==> src/hdl/osd_regs_pkg.sv <==
// Constants shared by the overlay offset and memory mode register block.
// Assumes a single 50 MHz core clock and a serial port with 8-bit address and data bytes.

package osd_regs_pkg;

  // ==========================================================================
  // Serial port addresses
  // ==========================================================================
  localparam logic [7:0] WR_HSHIFT   = 8'h02;
  localparam logic [7:0] RD_HSHIFT   = 8'h82;
  localparam logic [7:0] WR_VSHIFT   = 8'h03;
  localparam logic [7:0] RD_VSHIFT   = 8'h83;
  localparam logic [7:0] WR_DMM      = 8'h04;
  localparam logic [7:0] RD_DMM      = 8'h84;
  localparam logic [7:0] WR_DM_DATA  = 8'h07;
  localparam logic [7:0] RD_DM_DATA  = 8'hb0;
  localparam int         RD_FLAG_POS = 7;

  // ==========================================================================
  // Field layout and reset values
  // ==========================================================================
  localparam int         HSHIFT_W      = 6;
  localparam int         VSHIFT_W      = 5;
  localparam logic [5:0] HSHIFT_RESET  = 6'h20;
  localparam logic [4:0] VSHIFT_RESET  = 5'h10;
  localparam logic [6:0] HSHIFT_CENTRE = 7'h20;
  localparam logic [5:0] VSHIFT_CENTRE = 6'h10;
  localparam int         DMM_MODE_POS  = 6;
  localparam int         DMM_ATTR_HI   = 5;
  localparam int         DMM_ATTR_LO   = 3;
  localparam int         DMM_BUSY_POS  = 2;
  localparam logic       MODE_RESET    = 1'b0;
  localparam logic [2:0] ATTR_RESET    = 3'h0;
  localparam logic       MODE_16BIT    = 1'b0;

  // Position of the copied attribute bits within the stored attribute byte.
  localparam int         ATTR_LBC_POS  = 7;
  localparam int         ATTR_BLK_POS  = 6;
  localparam int         ATTR_INV_POS  = 5;

  // ==========================================================================
  // Serial frame states
  // ==========================================================================
  typedef enum logic [1:0] {
    ST_IDLE = 2'b00,
    ST_ADDR = 2'b01,
    ST_DATA = 2'b10,
    ST_READ = 2'b11
  } frame_state_t;

  localparam int PIN_COUNT = 3;
  localparam int PIN_CS    = 0;
  localparam int PIN_SCLK  = 1;
  localparam int PIN_SDIN  = 2;

endpackage : osd_regs_pkg

==> src/hdl/osd_offset_and_memory_mode_regs.sv <==
// Overlay position offset registers and display memory mode register,
// reached over the serial port, with the display memory write strobes.
// Assumes serial pins are asynchronous; video timing and memory signals share core_clk.

`timescale 1ns/100ps

// Contract
// - The horizontal offset register is written at 0x02 and read at 0x82 without restriction.
// - Field bits 5..0: 0 is 32 pixels left, 0x20 (reset) no shift, 0x3f 31 pixels right.
// - Overlay pixels are never inserted during horizontal blanking, whatever the offset.
// - The vertical offset register is written at 0x03 and read at 0x83 without restriction.
// - Its 5-bit field in bits 4..0 resets to 0x10, and code 0 moves the overlay 16 lines up.
// - The vertical offset may move overlay rows into the vertical blanking lines.
// - The display memory mode register is written at 0x04 and read at 0x84.
// - A mode register write takes effect only while the clear-busy bit 2 reads zero.
// - Mode bit 6 selects 16-bit operation at 0 and 8-bit operation at 1, resetting to 0.
// - In 16-bit mode each character write also stores mode bits 5..3 as its attribute.
// - In 16-bit mode a memory read returns the character byte and then the attribute byte.
// - 8-bit mode memory writes go to the character byte, or with byte select 1 the attribute.
// - Copied attribute bits mean local background, blink and invert for bits 5, 4 and 3.
module osd_offset_and_memory_mode_regs
  import osd_regs_pkg::*;
(
  // Clock and reset
  input  wire logic              core_clk,
  input  wire logic              reset_n,
  // Serial port pins
  input  wire logic              cs_n,
  input  wire logic              sclk,
  input  wire logic              sdin,
  output logic                   sdout_q,
  output logic                   sdout_oe_n_q,
  // Display memory side
  input  wire logic              dm_clear_busy,
  input  wire logic              addr_high_byte_sel,
  input  wire logic [7:0]        dm_rd_char,
  input  wire logic [7:0]        dm_rd_attr,
  output logic                   dm_char_we_q,
  output logic                   dm_attr_we_q,
  output logic [7:0]             dm_char_data_q,
  output logic [7:0]             dm_attr_data_q,
  // Video timing side
  input  wire logic              hblank,
  input  wire logic              osd_pixel,
  output logic                   osd_pixel_en_q,
  output logic signed [6:0]      h_offset_px_q,
  output logic signed [5:0]      v_offset_ln_q,
  // Mode state
  output logic                   eight_bit_mode_q,
  output logic                   local_background_bit_q,
  output logic                   blink_attr_bit_q,
  output logic                   invert_attr_bit_q
);

  // ==========================================================================
  // Pin synchronisers
  // ==========================================================================
  logic [PIN_COUNT-1:0] pin_raw;
  logic [PIN_COUNT-1:0] pin_s1_q;
  logic [PIN_COUNT-1:0] pin_s2_q;
  logic [PIN_COUNT-1:0] pin_s3_q;
  logic [PIN_COUNT-1:0] pin_q;
  logic [PIN_COUNT-1:0] pin_prev_q;

  assign pin_raw = {sdin, sclk, cs_n};

  // A change counts once the second and third stages agree.
  genvar gi;
  generate
    for (gi = 0; gi < PIN_COUNT; gi++) begin : g_sync
      always_ff @(posedge core_clk) begin
        if (!reset_n) begin
          pin_s1_q[gi]   <= (gi == PIN_CS);
          pin_s2_q[gi]   <= (gi == PIN_CS);
          pin_s3_q[gi]   <= (gi == PIN_CS);
          pin_q[gi]      <= (gi == PIN_CS);
          pin_prev_q[gi] <= (gi == PIN_CS);
        end else begin
          pin_s1_q[gi]   <= pin_raw[gi];
          pin_s2_q[gi]   <= pin_s1_q[gi];
          pin_s3_q[gi]   <= pin_s2_q[gi];
          pin_prev_q[gi] <= pin_q[gi];
          if (pin_s2_q[gi] == pin_s3_q[gi]) begin
            pin_q[gi] <= pin_s3_q[gi];
          end
        end
      end
    end
  endgenerate

  logic frame_active;
  logic sclk_rise;
  logic sclk_fall;

  assign frame_active = !pin_q[PIN_CS];
  assign sclk_rise    = pin_q[PIN_SCLK] && !pin_prev_q[PIN_SCLK];
  assign sclk_fall    = !pin_q[PIN_SCLK] && pin_prev_q[PIN_SCLK];

  // ==========================================================================
  // Byte engine
  // ==========================================================================
  logic        byte_done;
  logic [7:0]  rx_byte;
  logic        tx_bit;
  logic        tx_load;
  logic [15:0] tx_word;

  serial_byte_shifter #(
    .TX_W (16)
  ) u_shifter (
    .core_clk     (core_clk),
    .reset_n      (reset_n),
    .frame_active (frame_active),
    .sclk_rise    (sclk_rise),
    .sclk_fall    (sclk_fall),
    .sdin_bit     (pin_q[PIN_SDIN]),
    .tx_load      (tx_load),
    .tx_word      (tx_word),
    .byte_done    (byte_done),
    .rx_byte      (rx_byte),
    .tx_bit       (tx_bit)
  );

  // ==========================================================================
  // Frame sequencing
  // ==========================================================================
  frame_state_t state_q;
  logic [7:0]   addr_q;

  always_ff @(posedge core_clk) begin
    if (!reset_n || !frame_active) begin
      state_q <= ST_IDLE;
      addr_q  <= 8'h00;
    end else begin
      case (state_q)
        ST_IDLE: begin
          state_q <= ST_ADDR;
        end
        ST_ADDR: begin
          if (byte_done) begin
            addr_q  <= rx_byte;
            state_q <= rx_byte[RD_FLAG_POS] ? ST_READ : ST_DATA;
          end
        end
        ST_DATA: begin
          if (byte_done) begin
            state_q <= ST_ADDR;
          end
        end
        ST_READ: begin
          state_q <= ST_READ;
        end
        default: begin
          state_q <= ST_IDLE;
        end
      endcase
    end
  end

  logic wr_strobe;

  assign wr_strobe = (state_q == ST_DATA) && byte_done;
  assign tx_load   = (state_q == ST_ADDR) && byte_done && rx_byte[RD_FLAG_POS];

  // ==========================================================================
  // Registers
  // ==========================================================================
  logic [HSHIFT_W-1:0] hshift_q;
  logic [VSHIFT_W-1:0] vshift_q;
  logic [2:0]          attr_q;

  always_ff @(posedge core_clk) begin
    if (!reset_n) begin
      hshift_q <= HSHIFT_RESET;
    end else if (wr_strobe && addr_q == WR_HSHIFT) begin
      hshift_q <= rx_byte[HSHIFT_W-1:0];
    end
  end

  always_ff @(posedge core_clk) begin
    if (!reset_n) begin
      vshift_q <= VSHIFT_RESET;
    end else if (wr_strobe && addr_q == WR_VSHIFT) begin
      vshift_q <= rx_byte[VSHIFT_W-1:0];
    end
  end

  // A write that lands while the memory clear runs is dropped.
  always_ff @(posedge core_clk) begin
    if (!reset_n) begin
      eight_bit_mode_q <= MODE_RESET;
      attr_q           <= ATTR_RESET;
    end else if (wr_strobe && addr_q == WR_DMM && !dm_clear_busy) begin
      eight_bit_mode_q <= rx_byte[DMM_MODE_POS];
      attr_q           <= rx_byte[DMM_ATTR_HI:DMM_ATTR_LO];
    end
  end

  always_ff @(posedge core_clk) begin
    if (!reset_n) begin
      local_background_bit_q <= 1'b0;
      blink_attr_bit_q       <= 1'b0;
      invert_attr_bit_q      <= 1'b0;
    end else begin
      local_background_bit_q <= attr_q[2];
      blink_attr_bit_q       <= attr_q[1];
      invert_attr_bit_q      <= attr_q[0];
    end
  end

  // ==========================================================================
  // Display memory write path
  // ==========================================================================
  logic [7:0] attr_byte;

  always_comb begin
    attr_byte               = 8'h00;
    attr_byte[ATTR_LBC_POS] = attr_q[2];
    attr_byte[ATTR_BLK_POS] = attr_q[1];
    attr_byte[ATTR_INV_POS] = attr_q[0];
  end

  always_ff @(posedge core_clk) begin
    if (!reset_n) begin
      dm_char_we_q   <= 1'b0;
      dm_attr_we_q   <= 1'b0;
      dm_char_data_q <= 8'h00;
      dm_attr_data_q <= 8'h00;
    end else begin
      dm_char_we_q <= 1'b0;
      dm_attr_we_q <= 1'b0;
      if (wr_strobe && addr_q == WR_DM_DATA) begin
        if (eight_bit_mode_q == MODE_16BIT) begin
          dm_char_we_q   <= 1'b1;
          dm_attr_we_q   <= 1'b1;
          dm_char_data_q <= rx_byte;
          dm_attr_data_q <= attr_byte;
        end else if (addr_high_byte_sel) begin
          dm_attr_we_q   <= 1'b1;
          dm_attr_data_q <= rx_byte;
        end else begin
          dm_char_we_q   <= 1'b1;
          dm_char_data_q <= rx_byte;
        end
      end
    end
  end

  // ==========================================================================
  // Read path
  // ==========================================================================
  always_comb begin
    tx_word = 16'h0000;
    case (rx_byte)
      RD_HSHIFT: begin
        tx_word[15:8] = {2'b00, hshift_q};
      end
      RD_VSHIFT: begin
        tx_word[15:8] = {3'b000, vshift_q};
      end
      RD_DMM: begin
        tx_word[8+DMM_MODE_POS]               = eight_bit_mode_q;
        tx_word[8+DMM_ATTR_HI:8+DMM_ATTR_LO] = attr_q;
        tx_word[8+DMM_BUSY_POS]               = dm_clear_busy;
      end
      RD_DM_DATA: begin
        if (eight_bit_mode_q == MODE_16BIT) begin
          tx_word = {dm_rd_char, dm_rd_attr};
        end else begin
          tx_word[15:8] = addr_high_byte_sel ? dm_rd_attr : dm_rd_char;
        end
      end
      default: begin
        tx_word = 16'h0000;
      end
    endcase
  end

  always_ff @(posedge core_clk) begin
    if (!reset_n) begin
      sdout_q      <= 1'b0;
      sdout_oe_n_q <= 1'b1;
    end else begin
      sdout_q      <= tx_bit;
      sdout_oe_n_q <= !(frame_active && state_q == ST_READ);
    end
  end

  // ==========================================================================
  // Overlay placement
  // ==========================================================================
  // Offsets are signed distances from the centre code, one unit per step.
  always_ff @(posedge core_clk) begin
    if (!reset_n) begin
      h_offset_px_q <= '0;
      v_offset_ln_q <= '0;
    end else begin
      h_offset_px_q <= signed'({1'b0, hshift_q} - HSHIFT_CENTRE);
      v_offset_ln_q <= signed'({1'b0, vshift_q} - VSHIFT_CENTRE);
    end
  end

  // Only horizontal blanking masks the overlay; vertical blanking lines may carry it.
  always_ff @(posedge core_clk) begin
    if (!reset_n) begin
      osd_pixel_en_q <= 1'b0;
    end else begin
      osd_pixel_en_q <= osd_pixel && !hblank;
    end
  end

endmodule : osd_offset_and_memory_mode_regs

==> src/hdl/serial_byte_shifter.sv <==
// Bit engine of the serial port: gathers bytes on rising clock edges and
// shifts a reply word out on falling edges.
// Assumes its inputs are already synchronised, edge-detected core clock pulses.

`timescale 1ns/100ps

module serial_byte_shifter #(
  parameter int TX_W = 16
) (
  // Clock and reset
  input  wire logic            core_clk,
  input  wire logic            reset_n,
  // Synchronised pin events
  input  wire logic            frame_active,
  input  wire logic            sclk_rise,
  input  wire logic            sclk_fall,
  input  wire logic            sdin_bit,
  // Reply load
  input  wire logic            tx_load,
  input  wire logic [TX_W-1:0] tx_word,
  // Results
  output logic                 byte_done,
  output logic [7:0]           rx_byte,
  output logic                 tx_bit
);

  logic [2:0]      bit_cnt_q;
  logic [7:0]      rx_q;
  logic [TX_W-1:0] tx_q;
  logic            hold_q;

  // ==========================================================================
  // Receive side
  // ==========================================================================
  always_ff @(posedge core_clk) begin
    if (!reset_n || !frame_active) begin
      bit_cnt_q <= 3'h0;
      rx_q      <= 8'h00;
      byte_done <= 1'b0;
    end else begin
      byte_done <= sclk_rise && (bit_cnt_q == 3'h7);
      if (sclk_rise) begin
        bit_cnt_q <= bit_cnt_q + 3'h1;
        rx_q      <= {rx_q[6:0], sdin_bit};
      end
    end
  end

  assign rx_byte = rx_q;

  // ==========================================================================
  // Transmit side
  // ==========================================================================
  // The falling edge that ends the address byte must not shift the freshly
  // loaded reply, so the first fall after a load is skipped.
  always_ff @(posedge core_clk) begin
    if (!reset_n || !frame_active) begin
      tx_q   <= '0;
      hold_q <= 1'b0;
    end else if (tx_load) begin
      tx_q   <= tx_word;
      hold_q <= 1'b1;
    end else if (sclk_fall) begin
      if (hold_q) begin
        hold_q <= 1'b0;
      end else begin
        tx_q <= {tx_q[TX_W-2:0], 1'b0};
      end
    end
  end

  assign tx_bit = tx_q[TX_W-1];

endmodule : serial_byte_shifter

==> config.mk <==
export PLATFORM = sky130hd
export DESIGN_NAME = osd_offset_and_memory_mode_regs
export DESIGN_NICKNAME = d
export VERILOG_FILES = /design/src/hdl/osd_regs_pkg.sv /design/src/hdl/osd_offset_and_memory_mode_regs.sv /design/src/hdl/serial_byte_shifter.sv
export SDC_FILE = /design/constraint.sdc
export NUM_CORES = 1
export LEC_CHECK = 0
export BUFFER_PORTS_ARGS = -buffer_cell sky130_fd_sc_hd__buf_4
export CORE_ASPECT_RATIO = 0.9
export CORE_UTILIZATION = 50
export CTS_CLUSTER_DIAMETER = 30
export DETAILED_ROUTE_END_ITERATION = 10
export PLACE_DENSITY = 0.74
export SLEW_MARGIN = 0
export SYNTH_ARGS = -nofsm -noshare
export SYNTH_HDL_FRONTEND = slang
export SYNTH_HIERARCHICAL = 1
export SYNTH_SLANG_ARGS = --single-unit
==> constraint.sdc <==
create_clock -name core_clk -period 1.95 [get_ports core_clk]
set_input_delay 0.4875 -clock core_clk [delete_from_list [all_inputs] [get_ports core_clk]]
set_output_delay 0.4875 -clock core_clk [all_outputs]
set_load 0.005 [all_outputs]
Word-level counts from Yosys, hierarchy flattened. Index checks and enable logic that the tools add are counted.

Flip-flop bits (word level): 104. Input port bits: 25. Output and inout port bits: 38. Logic and storage cells: 112.

$add $sub $neg: 3. Equality and inequality tests: 20. Multiplexer cells: 24. Reduce and logical (&&, ||, !) cells: 29.

Operators by type and width (count): 8-bit 2-to-1 mux (8); 16-bit 2-to-1 mux (3); 8-bit equality test (second input constant) (4); 5-bit one-hot mux with 4 select lines (1); 8-bit by 2-bit equality test with 1-bit output (second input constant) (2); 8-bit by 3-bit equality test with 1-bit output (second input constant) (2); 1-bit logical AND (13); 2-bit AND reduction (6); 1-bit 2-to-1 mux (8); 2-bit one-hot mux with 4 select lines (1); 1-bit zero test (7); 6-bit by 6-bit subtractor with 7-bit output (second input constant) (1); 2-bit != test (second input constant) (3); 2-bit one-hot mux with 3 select lines (1); 5-bit by 5-bit subtractor with 6-bit output (second input constant) (1); 2-bit equality test (second input constant) (2); 2-bit 2-to-1 mux (2); 2-bit by 1-bit != test with 1-bit output (second input constant) (2); 3-bit by 1-bit adder with 3-bit output (second input constant) (1); 1-bit equality test (3); 3-bit equality test (second input constant) (1); 2-bit by 1-bit equality test with 1-bit output (second input constant) (1); 2-bit zero test (1); 2-bit nonzero test (1); 1-bit logical OR (1).

Depth between registers and ports, before layout. Gate-level depths: netlist of the first run.

Depth in word-level cells: 5. Depth in mapped cells: 8. Mapped depth without buffers: 6.

Modules after synthesis. Netlist of the first run, hierarchy kept.

Modules (own cells, without submodules): osd_offset_and_memory_mode_regs (instances 1, cells an instance 304, area each 2832.7 µm², sequential area each 1461.4 µm²); serial_byte_shifter (instances 1, cells an instance 137, area each 1320.0 µm², sequential area each 580.6 µm²).

Worst setup path after synthesis of the first run. No wires, ideal clock.

Kind: reg-to-reg. Start: register state_q[0]. End: register u_shifter.tx_q[6]. Arrival time: 1.475 ns. Data required time: 1.858 ns. Slack: 0.383 ns. Stages on the path, launching flop included: 8. Clock period less this slack: 1.567 ns. Path through: dfxtp_1 -> nand3b_1 -> buf_2 -> nor2_1 -> buf_4 -> buf_4 -> nor3_1 -> nor4_1.

Longest elaborated chain between the ends: 5. Elaborated cells on any way between the ends: 7. Those cells by class: 2 x eq/ne; 1 x mux; 4 x reduce/logical.

Ends and longest elaborated chain: start: declaration (RTL line osd_offset_and_memory_mode_regs.sv:127) `frame_state_t state_q;`; start signal: assignment (RTL line osd_offset_and_memory_mode_regs.sv:142) `state_q <= rx_byte[RD_FLAG_POS] ? ST_READ : ST_DATA;`; 2-bit by 1-bit equality test with 1-bit output * (RTL line osd_offset_and_memory_mode_regs.sv:163) `assign tx_load = (state_q == ST_ADDR) && byte_done && rx_byte[RD_FLAG_POS];`; 1-bit logical AND * (2 in series) (RTL line osd_offset_and_memory_mode_regs.sv:163); named net tx_load (RTL line osd_offset_and_memory_mode_regs.sv:105) `logic tx_load;`; 2-bit != test (no line) / 2-bit nonzero test (equally long branches); 2-bit AND reduction (no line); end signal: assignment (RTL line serial_byte_shifter.sv:61) `tx_q <= tx_word;`; end signal: assignment (RTL line serial_byte_shifter.sv:67) `tx_q <= {tx_q[TX_W-2:0], 1'b0};`; end: declaration (RTL line serial_byte_shifter.sv:29) `logic [TX_W-1:0] tx_q;`.

Mark *: on every way through the listed nets, which the timed path passes. The rest lies on a longest branch. A chain may end at the register's enable or synchronous reset.

Final worst setup path of the first run.
Start: register u_shifter.rx_q[6], in the netlist u_shifter/rx_byte[6]. End: register u_shifter.tx_q[11].

Longest elaborated chain between the ends: 3. Elaborated cells on any way between the ends: 6. Those cells by class: 4 x eq/ne; 2 x mux.

Ends and longest elaborated chain: start: declaration (RTL line serial_byte_shifter.sv:28) `logic [7:0] rx_q;`; start signal: assignment (RTL line serial_byte_shifter.sv:44) `rx_q <= {rx_q[6:0], sdin_bit};`; 8-bit equality test (RTL line osd_offset_and_memory_mode_regs.sv:254) `case (rx_byte)`; 5-bit one-hot mux with 4 select lines * (RTL line osd_offset_and_memory_mode_regs.sv:254); named net tx_word[11] (RTL line osd_offset_and_memory_mode_regs.sv:106) `logic [15:0] tx_word;`; 16-bit 2-to-1 mux * (RTL line serial_byte_shifter.sv:60) `end else if (tx_load) begin`.

Marked as above.

==> impl_metrics.sql, run 1 <==
INSERT INTO impl_metrics (metric_group, metric, value, unit) VALUES
('detailed_routing', 'route.vias.total', '3287', ''),
('logic_synthesis', 'ys_top_cells_by_area', 'dfxtp_1 49%, mux2i_1 8.2%, nand2_1 4.9%', ''),
('grt', 'grt_pass1_vias', '3066', ''),
('logic_synthesis', 'yosys_top_cell_area_share', '0.492', ''),
('sta', 'fin_hold_ws', '253', 'ps'),
('detailed_routing', 'ant_nets', '0', ''),
('die', 'core.rowCount', '31', ''),
('status', 'violated_checks', 'design-rule violations', ''),
('logic_synthesis', 'number_of_enable_type_register_cells_in_the_synthesized_netlist', '0', ''),
('layout', 'finish.net_count', '527', ''),
('sta', 'report.final.setup_viol', '0', ''),
('detailed_routing', 'drc_errors', '2', ''),
('logic_synthesis', 'synth.yosys.seq_area_share', '0.492', ''),
('critical_path', 'cp.arrival', '1970', 'ps'),
('logic_synthesis', 'synth_top_area_cell', 'dfxtp_1', ''),
('sta', 'max_slew_violation_total_from_the_final_report', '0', ''),
('grt', 'track_usage', '0.227', ''),
('layout', 'layout-drive-gt1-share', '0.218', ''),
('logic_synthesis', 'netlist_top_cells_count', '102 x dfxtp_1, 54 x nand2_1, 37 x nor2_1', ''),
('sta', 'timing.clock.skew', '13.9', 'ps'),
('power', 'vdd_ir_drop_max', '0.000441', 'V'),
('die', 'core_area', '8070', 'sq um'),
('logic_synthesis', 'synth-seq-cells', '102', ''),
('sta', 'post_route_setup_tns', '0', 'ps'),
('hold_path', 'hold_class', 'primary input to register', ''),
('clocking', 'htreeDepth', '3', ''),
('detailed_routing', 'post_drt_wl_per_cell', '15.7', 'microns'),
('clocking', 'cts_hold_buffers', '0', ''),
('logic_synthesis', 'ys_async_sr_fraction', '0', ''),
('power', 'power_density', '697', 'nW/um^2'),
('detailed_routing', 'dr.first_iter.drc_count', '250', ''),
('die', 'die_extent_in_x', '98.1', 'microns'),
('grt', 'antenna_violations_before_repair', '0', ''),
('detailed_routing', 'viasPerCell', '5.44', ''),
('clocking', 'cts_resized', '0', ''),
('clocking', 'clk_latency', '370', 'ps'),
('sta', 'timing.fmax', '587', 'MHz'),
('power', 'power_leakage', '1.95', 'nW'),
('clocking', 'cts_inserted_buffers', '9', ''),
('sta', 'grt_setup_unrepaired', 'no', ''),
('logic_synthesis', 'syn-mean-instance-area', '9.42', 'sq um'),
('die', 'die_height', '88.5', 'microns'),
('clocking', 'cts.repair_timing.setup_buffer_count', '0', ''),
('detailed_routing', 'drt_pre_antenna_iters', '7', ''),
('clocking', 'clk_slew_on_worst_s_h_paths', '100', 'ps'),
('logic_synthesis', 'synth_warnings', '6', ''),
('clocking', 'cts.sinks', '102', ''),
('critical_path', 'critical_path_peak_fanout', '7', ''),
('sta', 'worstMarginPinSlew', '668', 'ps'),
('sta', 'post-route-period-util', '0.873', ''),
('critical_path', 'critical_path_class', 'register to register', ''),
('status', 'run_status', 'finished with violations', ''),
('logic_synthesis', 'synthMostInstantiatedCell', 'dfxtp_1', ''),
('die', 'floorplan.die_area', '8670', 'sq um'),
('sta', 'final-hold-violation-count', '0', ''),
('die', 'num_io_pins', '63', ''),
('logic_synthesis', 'postSynthNetCount', '468', ''),
('critical_path', 'startpoint_type', 'register', ''),
('layout', 'area_delta_synth_final', '17.1', '%'),
('grt', 'grt_first_pass_wirelength', '15200', 'microns'),
('logic_synthesis', 'postSynthCellCount', '441', ''),
('placement', 'gp_congestion', '0.897', ''),
('grt', 'gr-total-overflow', '0', ''),
('layout', 'antenna_cells_inserted', '0', ''),
('sta', 'worst_slew_margin_rel', '0.554', ''),
('clocking', 'ctsRootBufferMaster', 'clkbuf_8', ''),
('clocking', 'cts_tree', 'done', ''),
('logic_synthesis', 'ys.flop_type', 'dfxtp_1', ''),
('critical_path', 'worstPathRequired', '2220', 'ps'),
('layout', 'postLayoutCoreUtil', '0.603', ''),
('logic_synthesis', 'mapped_cell_area', '4150', 'sq um'),
('logic_synthesis', 'synth_cell_type_count', '42', ''),
('sta', 'timing.final.crit_period', '1700', 'ps'),
('clocking', 'cts-root-to-sink-buffers', '2', ''),
('detailed_routing', 'wl', '9460', 'microns'),
('run', 'timing.max_cap.violations', '0', ''),
('placement', 'numPortBuffers', '62', ''),
('placement', 'dp_hpwl', '6660', 'microns'),
('grt', 'grt_start_max_net_pins', '50', ''),
('die', 'initial_cell_density_of_the_core', '0.515', ''),
('critical_path', 'crit_path_end_kind', 'register', '');
## final timing paths
| check | start | to | slack [ps] | depth (start not counted) |
|---|---|---|---|---|
| worst min register to register | pin_s1_q[0]$_SDFF_PN1_ | pin_s2_q[0]$_SDFF_PN1_ | 420 | 1 |
| worst max register to register | u_shifter/rx_byte[6]$_SDFFE_PP0P_ | u_shifter/tx_q[11]$_SDFFE_PP0P_ | 250 | 7 |
| worst min-delay path | hblank | osd_pixel_en_q$_SDFF_PN0_ | 250 | 2 |
| worst max-delay path | u_shifter/rx_byte[6]$_SDFFE_PP0P_ | u_shifter/tx_q[11]$_SDFFE_PP0P_ | 250 | 7 |
## flip-flops by register name, indices dropped and copies added (netlist names), 2 cells and up
| signal | cells |
|---|---|
| u_shifter/rx_byte | 8 |
| pin_s3_q | 3 |
| pin_s2_q | 3 |
| vshift_q | 5 |
| u_shifter/tx_q | 16 |
| pin_q | 3 |
| attr_q | 3 |
| addr_q | 8 |
| state_q | 2 |
| dm_char_data_q | 8 |
| dm_attr_data_q | 8 |
| hshift_q | 6 |
| h_offset_px_q | 6 |
| pin_s1_q | 3 |
| u_shifter/bit_cnt_q | 3 |
| v_offset_ln_q | 5 |
## cells in the final DEF, fill, tap and decap left out, types with 3 or more instances in the layout
master    netlist  routed
o21ai_0        17      17
dfxtp_1       102     102
a211o_1         4       4
clkbuf_8        0       9
nor4_1         30      30
nor2_1         37      36
nand2_1        54      54
nor3_1          8       8
buf_4           5      75
nor2b_1        19      19
inv_1           4       4
nand4_1         4       4
mux2i_1        34      34
and2_1         31      31
nand2b_1        6       6
nor3_2         10      10
a21oi_1        17      17
a211oi_2        3       3
nand3_1         5       5
o22ai_1         5       5
## logic make-up after synthesis
| kind of cell | share of synthesized area |
|---|---|
| mux | 0.0820 |
| compound gates | 0.0762 |
| flops | 0.492 |
| simple gates | 0.297 |
| xor+xnor | 0.00211 |
| buf+inv | 0.0449 |
| fa+ha+maj | 0.00602 |
## critical path, cell delays in order (launching register included)
cell,delay [ps]
dfxtp_1,410
nor4b_2,370
nand4_2,140
buf_4,190
a21oi_1,130
a211o_1,110
nor2b_1,40
nor4_1,190
## layer usage
| metal | share of wire | wire (microns) | global-route usage | vias up |
|---|---|---|---|---|
| met4 | 0.019 | 181 | 0.110 | 0 |
| met3 | 0.055 | 521 | 0.0482 | 16 |
| met2 | 0.46 | 4320 | 0.357 | 94 |
| li1 | - | - | - | 1649 |
| met1 | 0.47 | 4440 | 0.299 | 1528 |
| met5 | 0 | 0 | 0 | - |
## through the flow
| stage | area, sq um | setup WS [ps] | power (mW) | cells |
|---|---|---|---|---|
| 2_1_floorplan | 4150 | 383 | 2.17 | 441 |
| 3_3_place_gp | 4690 | 261 | 2.22 | 588 |
| 3_5_place_dp | 4690 | 221 | 2.22 | 588 |
| 4_1_cts | 4860 | 261 | 3.42 | 604 |
| 5_1_grt | 4860 | 49.1 | 3.50 | 604 |
| 6_report | 4860 | 247 | 3.39 | 604 |
## cell type report
type / instances / area, sq um
Fill cell: 714 / 3200
Sequential cell: 102 / 2040
Clock buffer: 11 / 131
Tap cell: 99 / 124
Inverter: 4 / 15.0
Clock inverter: 5 / 41.3
Timing Repair Buffer: 76 / 583
Multi-Input combinational cell: 307 / 1930
## power by group
group / switching, mW / internal (mW) / total (mW)
logic: 0.0382 / 0.0420 / 0.0802
clock network: 0.742 / 0.477 / 1.22
registers: 0.00300 / 2.09 / 2.09
No activity file was read; power rests on OpenSTA's default activity.
==> inputs of run 2 (changes only) <==
- SYNTH_HIERARCHICAL: 1 -> default
- clock period: 1.95 -> 2 ns (I/O delays scaled with it)
==> run 2 against run 1 <==
  * The flow now finishes without violations
  * Via count up 5.5%
  * Register-to-register slack worse by 160 ps
  * Combinational power up 6.6%
  * Worst hold slack better by 26 ps
  * Die area up 3.2%
  * Cell count up 5.3%
  * Setup slack worse by 160 ps
  * Critical endpoint is now u_shifter.tx_q[10]$_SDFFE_PP0P_
  * Largest cell class is now multi-input combinational cells
  * Largest power group unchanged
  * Highest routed layer unchanged
==> impl_metrics.sql, run 2 <==
INSERT INTO impl_metrics (metric_group, metric, value, unit) VALUES
('status', 'run_status', 'finished clean', ''),
('logic_synthesis', 'syn-mean-instance-area', '9.55', 'sq um'),
('detailed_routing', 'ant_nets', '0', ''),
('critical_path', 'critical_path_class', 'register to register', ''),
('logic_synthesis', 'postSynthNetCount', '476', ''),
('critical_path', 'timing.critical_path.cells', 'buf_4 > or4bb_1 > a311oi_1 > a21oi_1 > o22ai_1', ''),
('layout', 'layout.cells.most_common_list', '102 x dfxtp_1, 93 x buf_4, 48 x nand2_1', ''),
('critical_path', 'worst_r2r_path_depth', '5', ''),
('critical_path', 'crit_path_end_kind', 'register', ''),
('run', 'timing.max_cap.violations', '0', ''),
('detailed_routing', 'route.vias.total', '3468', ''),
('placement', 'numPortBuffers', '62', ''),
('critical_path', 'cp.arrival', '2210', 'ps'),
('sta', 'report.final.setup_viol', '0', ''),
('power', 'vdd_ir_drop_max', '0.000480', 'V'),
('logic_synthesis', 'synth_top_area_cell', 'dfxtp_1', ''),
('grt', 'grt_pass1_vias', '3336', ''),
('critical_path', 'r2r_end', 'u_shifter.tx_q[10]$_SDFFE_PP0P_', ''),
('logic_synthesis', 'synth_warnings', '0', ''),
('layout', 'layout-drive-gt1-share', '0.259', ''),
('hold_path', 'hold_class', 'primary input to register', ''),
('logic_synthesis', 'ys.flop_type', 'dfxtp_1', ''),
('logic_synthesis', 'ys_top_cells_by_area', 'dfxtp_1 48%, mux2i_1 6.5%, mux2_2 4.2%', ''),
('hold_path', 'worst_hold_path.num_cells', '2', ''),
('grt', 'grt_first_pass_wirelength', '16400', 'microns'),
('detailed_routing', 'post_drt_wl_per_cell', '15.7', 'microns'),
('logic_synthesis', 'synthMostInstantiatedCell', 'dfxtp_1', ''),
('detailed_routing', 'drt_pre_antenna_iters', '5', ''),
('placement', 'gp_congestion', '0.931', ''),
('clocking', 'cts_tree', 'done', ''),
('logic_synthesis', 'ys_async_sr_fraction', '0', ''),
('grt', 'track_usage', '0.233', ''),
('layout', 'finish.net_count', '543', ''),
('detailed_routing', 'viasPerCell', '5.45', ''),
('critical_path', 'startpoint_type', 'register', ''),
('sta', 'timing.clock.skew', '11.4', 'ps'),
('grt', 'antenna_violations_before_repair', '0', ''),
('sta', 'worstMarginPinSlew', '656', 'ps'),
('hold_path', 'min_from', 'hblank', ''),
('sta', 'final-hold-violation-count', '0', ''),
('logic_synthesis', 'mapped_cell_area', '4290', 'sq um'),
('hold_path', 'hold_end', 'osd_pixel_en_q$_SDFF_PN0_', ''),
('critical_path', 'critical_path_peak_fanout', '12', ''),
('layout', 'layout.cells.most_common', 'dfxtp_1', ''),
('die', 'die_extent_in_x', '99.6', 'microns'),
('layout', 'antenna_cells_inserted', '0', ''),
('sta', 'grt_setup_unrepaired', 'no', ''),
('clocking', 'ctsRootBufferMaster', 'clkbuf_8', ''),
('die', 'die_height', '89.9', 'microns'),
('placement', 'dp_hpwl', '7120', 'microns'),
('grt', 'gr-total-overflow', '0', ''),
('logic_synthesis', 'number_of_enable_type_register_cells_in_the_synthesized_netlist', '0', ''),
('die', 'initial_cell_density_of_the_core', '0.524', ''),
('critical_path', 'critical_path.reg2reg.startpoint', 'u_shifter.rx_byte[0]$_SDFFE_PP0P_', ''),
('detailed_routing', 'drc_errors', '0', ''),
('sta', 'timing.final.crit_period', '1910', 'ps'),
('layout', 'regMostFlops', 'u_shifter.tx_q', ''),
('detailed_routing', 'dr.first_iter.drc_count', '167', ''),
('critical_path', 'worstPathRequired', '2300', 'ps'),
('logic_synthesis', 'netlist_top_cells_count', '102 x dfxtp_1, 48 x nand2_1, 28 x mux2i_1', ''),
('logic_synthesis', 'synth_cell_type_count', '46', ''),
('logic_synthesis', 'synth-seq-cells', '102', ''),
('power', 'power_density', '709', 'nW/um^2'),
('sta', 'post_route_setup_tns', '0', 'ps'),
('sta', 'worst_slew_margin_rel', '0.557', ''),
('sta', 'max_slew_violation_total_from_the_final_report', '0', ''),
('die', 'core_area', '8180', 'sq um'),
('clocking', 'cts.sinks', '102', ''),
('grt', 'grt_start_max_net_pins', '47', ''),
('critical_path', 'crit_path_max_incr_delay', '510', 'ps'),
('logic_synthesis', 'yosys_top_cell_area_share', '0.476', ''),
('sta', 'timing.fmax', '523', 'MHz'),
('detailed_routing', 'wl', '9950', 'microns'),
('critical_path', 'r2r_slack', '90', 'ps'),
('clocking', 'cts-root-to-sink-buffers', '2', ''),
('clocking', 'clk_latency', '370', 'ps'),
('layout', 'area_delta_synth_final', '21.8', '%'),
('critical_path', 'critical-path-slowest-cell', 'or4bb_1', ''),
('clocking', 'cts.repair_timing.setup_buffer_count', '0', ''),
('power', 'p_total', '3.70', 'mW'),
('clocking', 'htreeDepth', '3', ''),
('clocking', 'cts_hold_buffers', '0', ''),
('die', 'floorplan.die_area', '8950', 'sq um'),
('clocking', 'clk_slew_on_worst_s_h_paths', '90', 'ps'),
('logic_synthesis', 'synth.yosys.seq_area_share', '0.476', ''),
('power', 'power_leakage', '2.11', 'nW'),
('logic_synthesis', 'postSynthCellCount', '449', ''),
('layout', 'largest_register_ffs', '16', ''),
('die', 'num_io_pins', '63', ''),
('sta', 'post-route-period-util', '0.957', ''),
('clocking', 'cts_inserted_buffers', '9', ''),
('die', 'core.rowCount', '31', '');
-- run 2: changes by cell type after synthesis, moves of 6 or more --
cell / previous run / this run
nand2_1: 54 / 48
a21boi_1: 0 / 8
and2_1: 31 / 21
nor4_1: 30 / 1
nor3_2: 10 / 0
o21ai_0: 17 / 6
nor2b_1: 19 / 25
nor2_1: 37 / 24
clkbuf_1: 12 / 26
a31oi_1: 0 / 6
nand3_1: 5 / 17
a22oi_1: 0 / 10
mux2i_1: 34 / 28
mux2_2: 0 / 16
-- run 2: worst max path at each step --
stage	from	end	slack, ps	cells after the start
after floorplan	state_q[0]$_SDFFE_PP0P_	dm_char_data_q[3]$_SDFFE_PN0P_	180	6
after global placement	u_shifter.byte_done$_SDFF_PP0_	dm_char_data_q[2]$_SDFFE_PN0P_	130	4
after detailed placement	u_shifter.byte_done$_SDFF_PP0_	dm_char_data_q[5]$_SDFFE_PN0P_	60	4
after CTS	u_shifter.byte_done$_SDFF_PP0_	dm_char_data_q[5]$_SDFFE_PN0P_	30	4
after global routing	u_shifter.rx_byte[0]$_SDFFE_PP0P_	u_shifter.tx_q[10]$_SDFFE_PP0P_	10	5
final	u_shifter.rx_byte[0]$_SDFFE_PP0P_	u_shifter.tx_q[10]$_SDFFE_PP0P_	90	5
-- run 2: critical path: cells and delay by family, from the launching register on --
family / cells / cell delay, ps
AOI/OAI and AO/OA: 3 / 710
buffers and inverters: 1 / 220
DFF: 1 / 410
and+or+nand+nor: 1 / 510
-- run 2: kinds of logic (layout without fill, tap and decap cells) --
group                    count (synthesis)  in the layout  synth area share
AO/OA/AOI/OAI                           76             76             0.115
buffers and inverters                   42            114            0.0432
multiplexers                            44             44             0.107
adder cells (fa/ha/maj)                  2              2           0.00584
flip-flops                             102            102             0.476
XOR/XNOR                                 1              1           0.00204
AND/OR/NAND/NOR                        182            182             0.250
-- run 2: layout make-up --
cell class / count / area, sq um
Clock buffer: 10 / 138
Clock inverter: 6 / 116
Fill cell: 672 / 2960
Inverter: 5 / 18.8
Multi-Input combinational cell: 305 / 2060
Sequential cell: 102 / 2040
Tap cell: 115 / 144
Timing Repair Buffer: 93 / 698
-- run 2: metrics by stage --
stage	std cells	area, sq um	util	worst slack [ps]	hold WS, ps
finish	636	5220	0.638	86.3	279
global route	636	5220	0.638	13.5	269
CTS	636	5220	0.638	31.0	266
detailed placement	620	4960	0.606	60.6	406
global placement	620	4960	0.606	126	394
floorplan	449	4290	-	180	386
-- run 2: report_power, final --
| part | total, mW | switching [mW] | internal (mW) | leakage (nW) |
|---|---|---|---|---|
| registers | 2.04 | 0.00383 | 2.04 | 0.823 |
| logic | 0.0855 | 0.0362 | 0.0494 | 1.16 |
| clock network | 1.57 | 0.701 | 0.873 | 0.127 |
| total | 3.70 | 0.741 | 2.96 | 2.11 |
-- run 2: what timing repair did --
action                                 CTS  global route
setup endpoints to repair                0            10
resized for setup                        0             1
endpoints found under the hold margin    0             0
-- run 2: layer usage --
| metal | vias up | global-route usage | part of all wire |
|---|---|---|---|
| met3 | 18 | 0.0498 | 0.044 |
| met5 | - | 0 | 0 |
| met2 | 86 | 0.368 | 0.48 |
| li1 | 1704 | - | - |
| met1 | 1660 | 0.308 | 0.45 |
| met4 | 0 | 0.0993 | 0.021 |
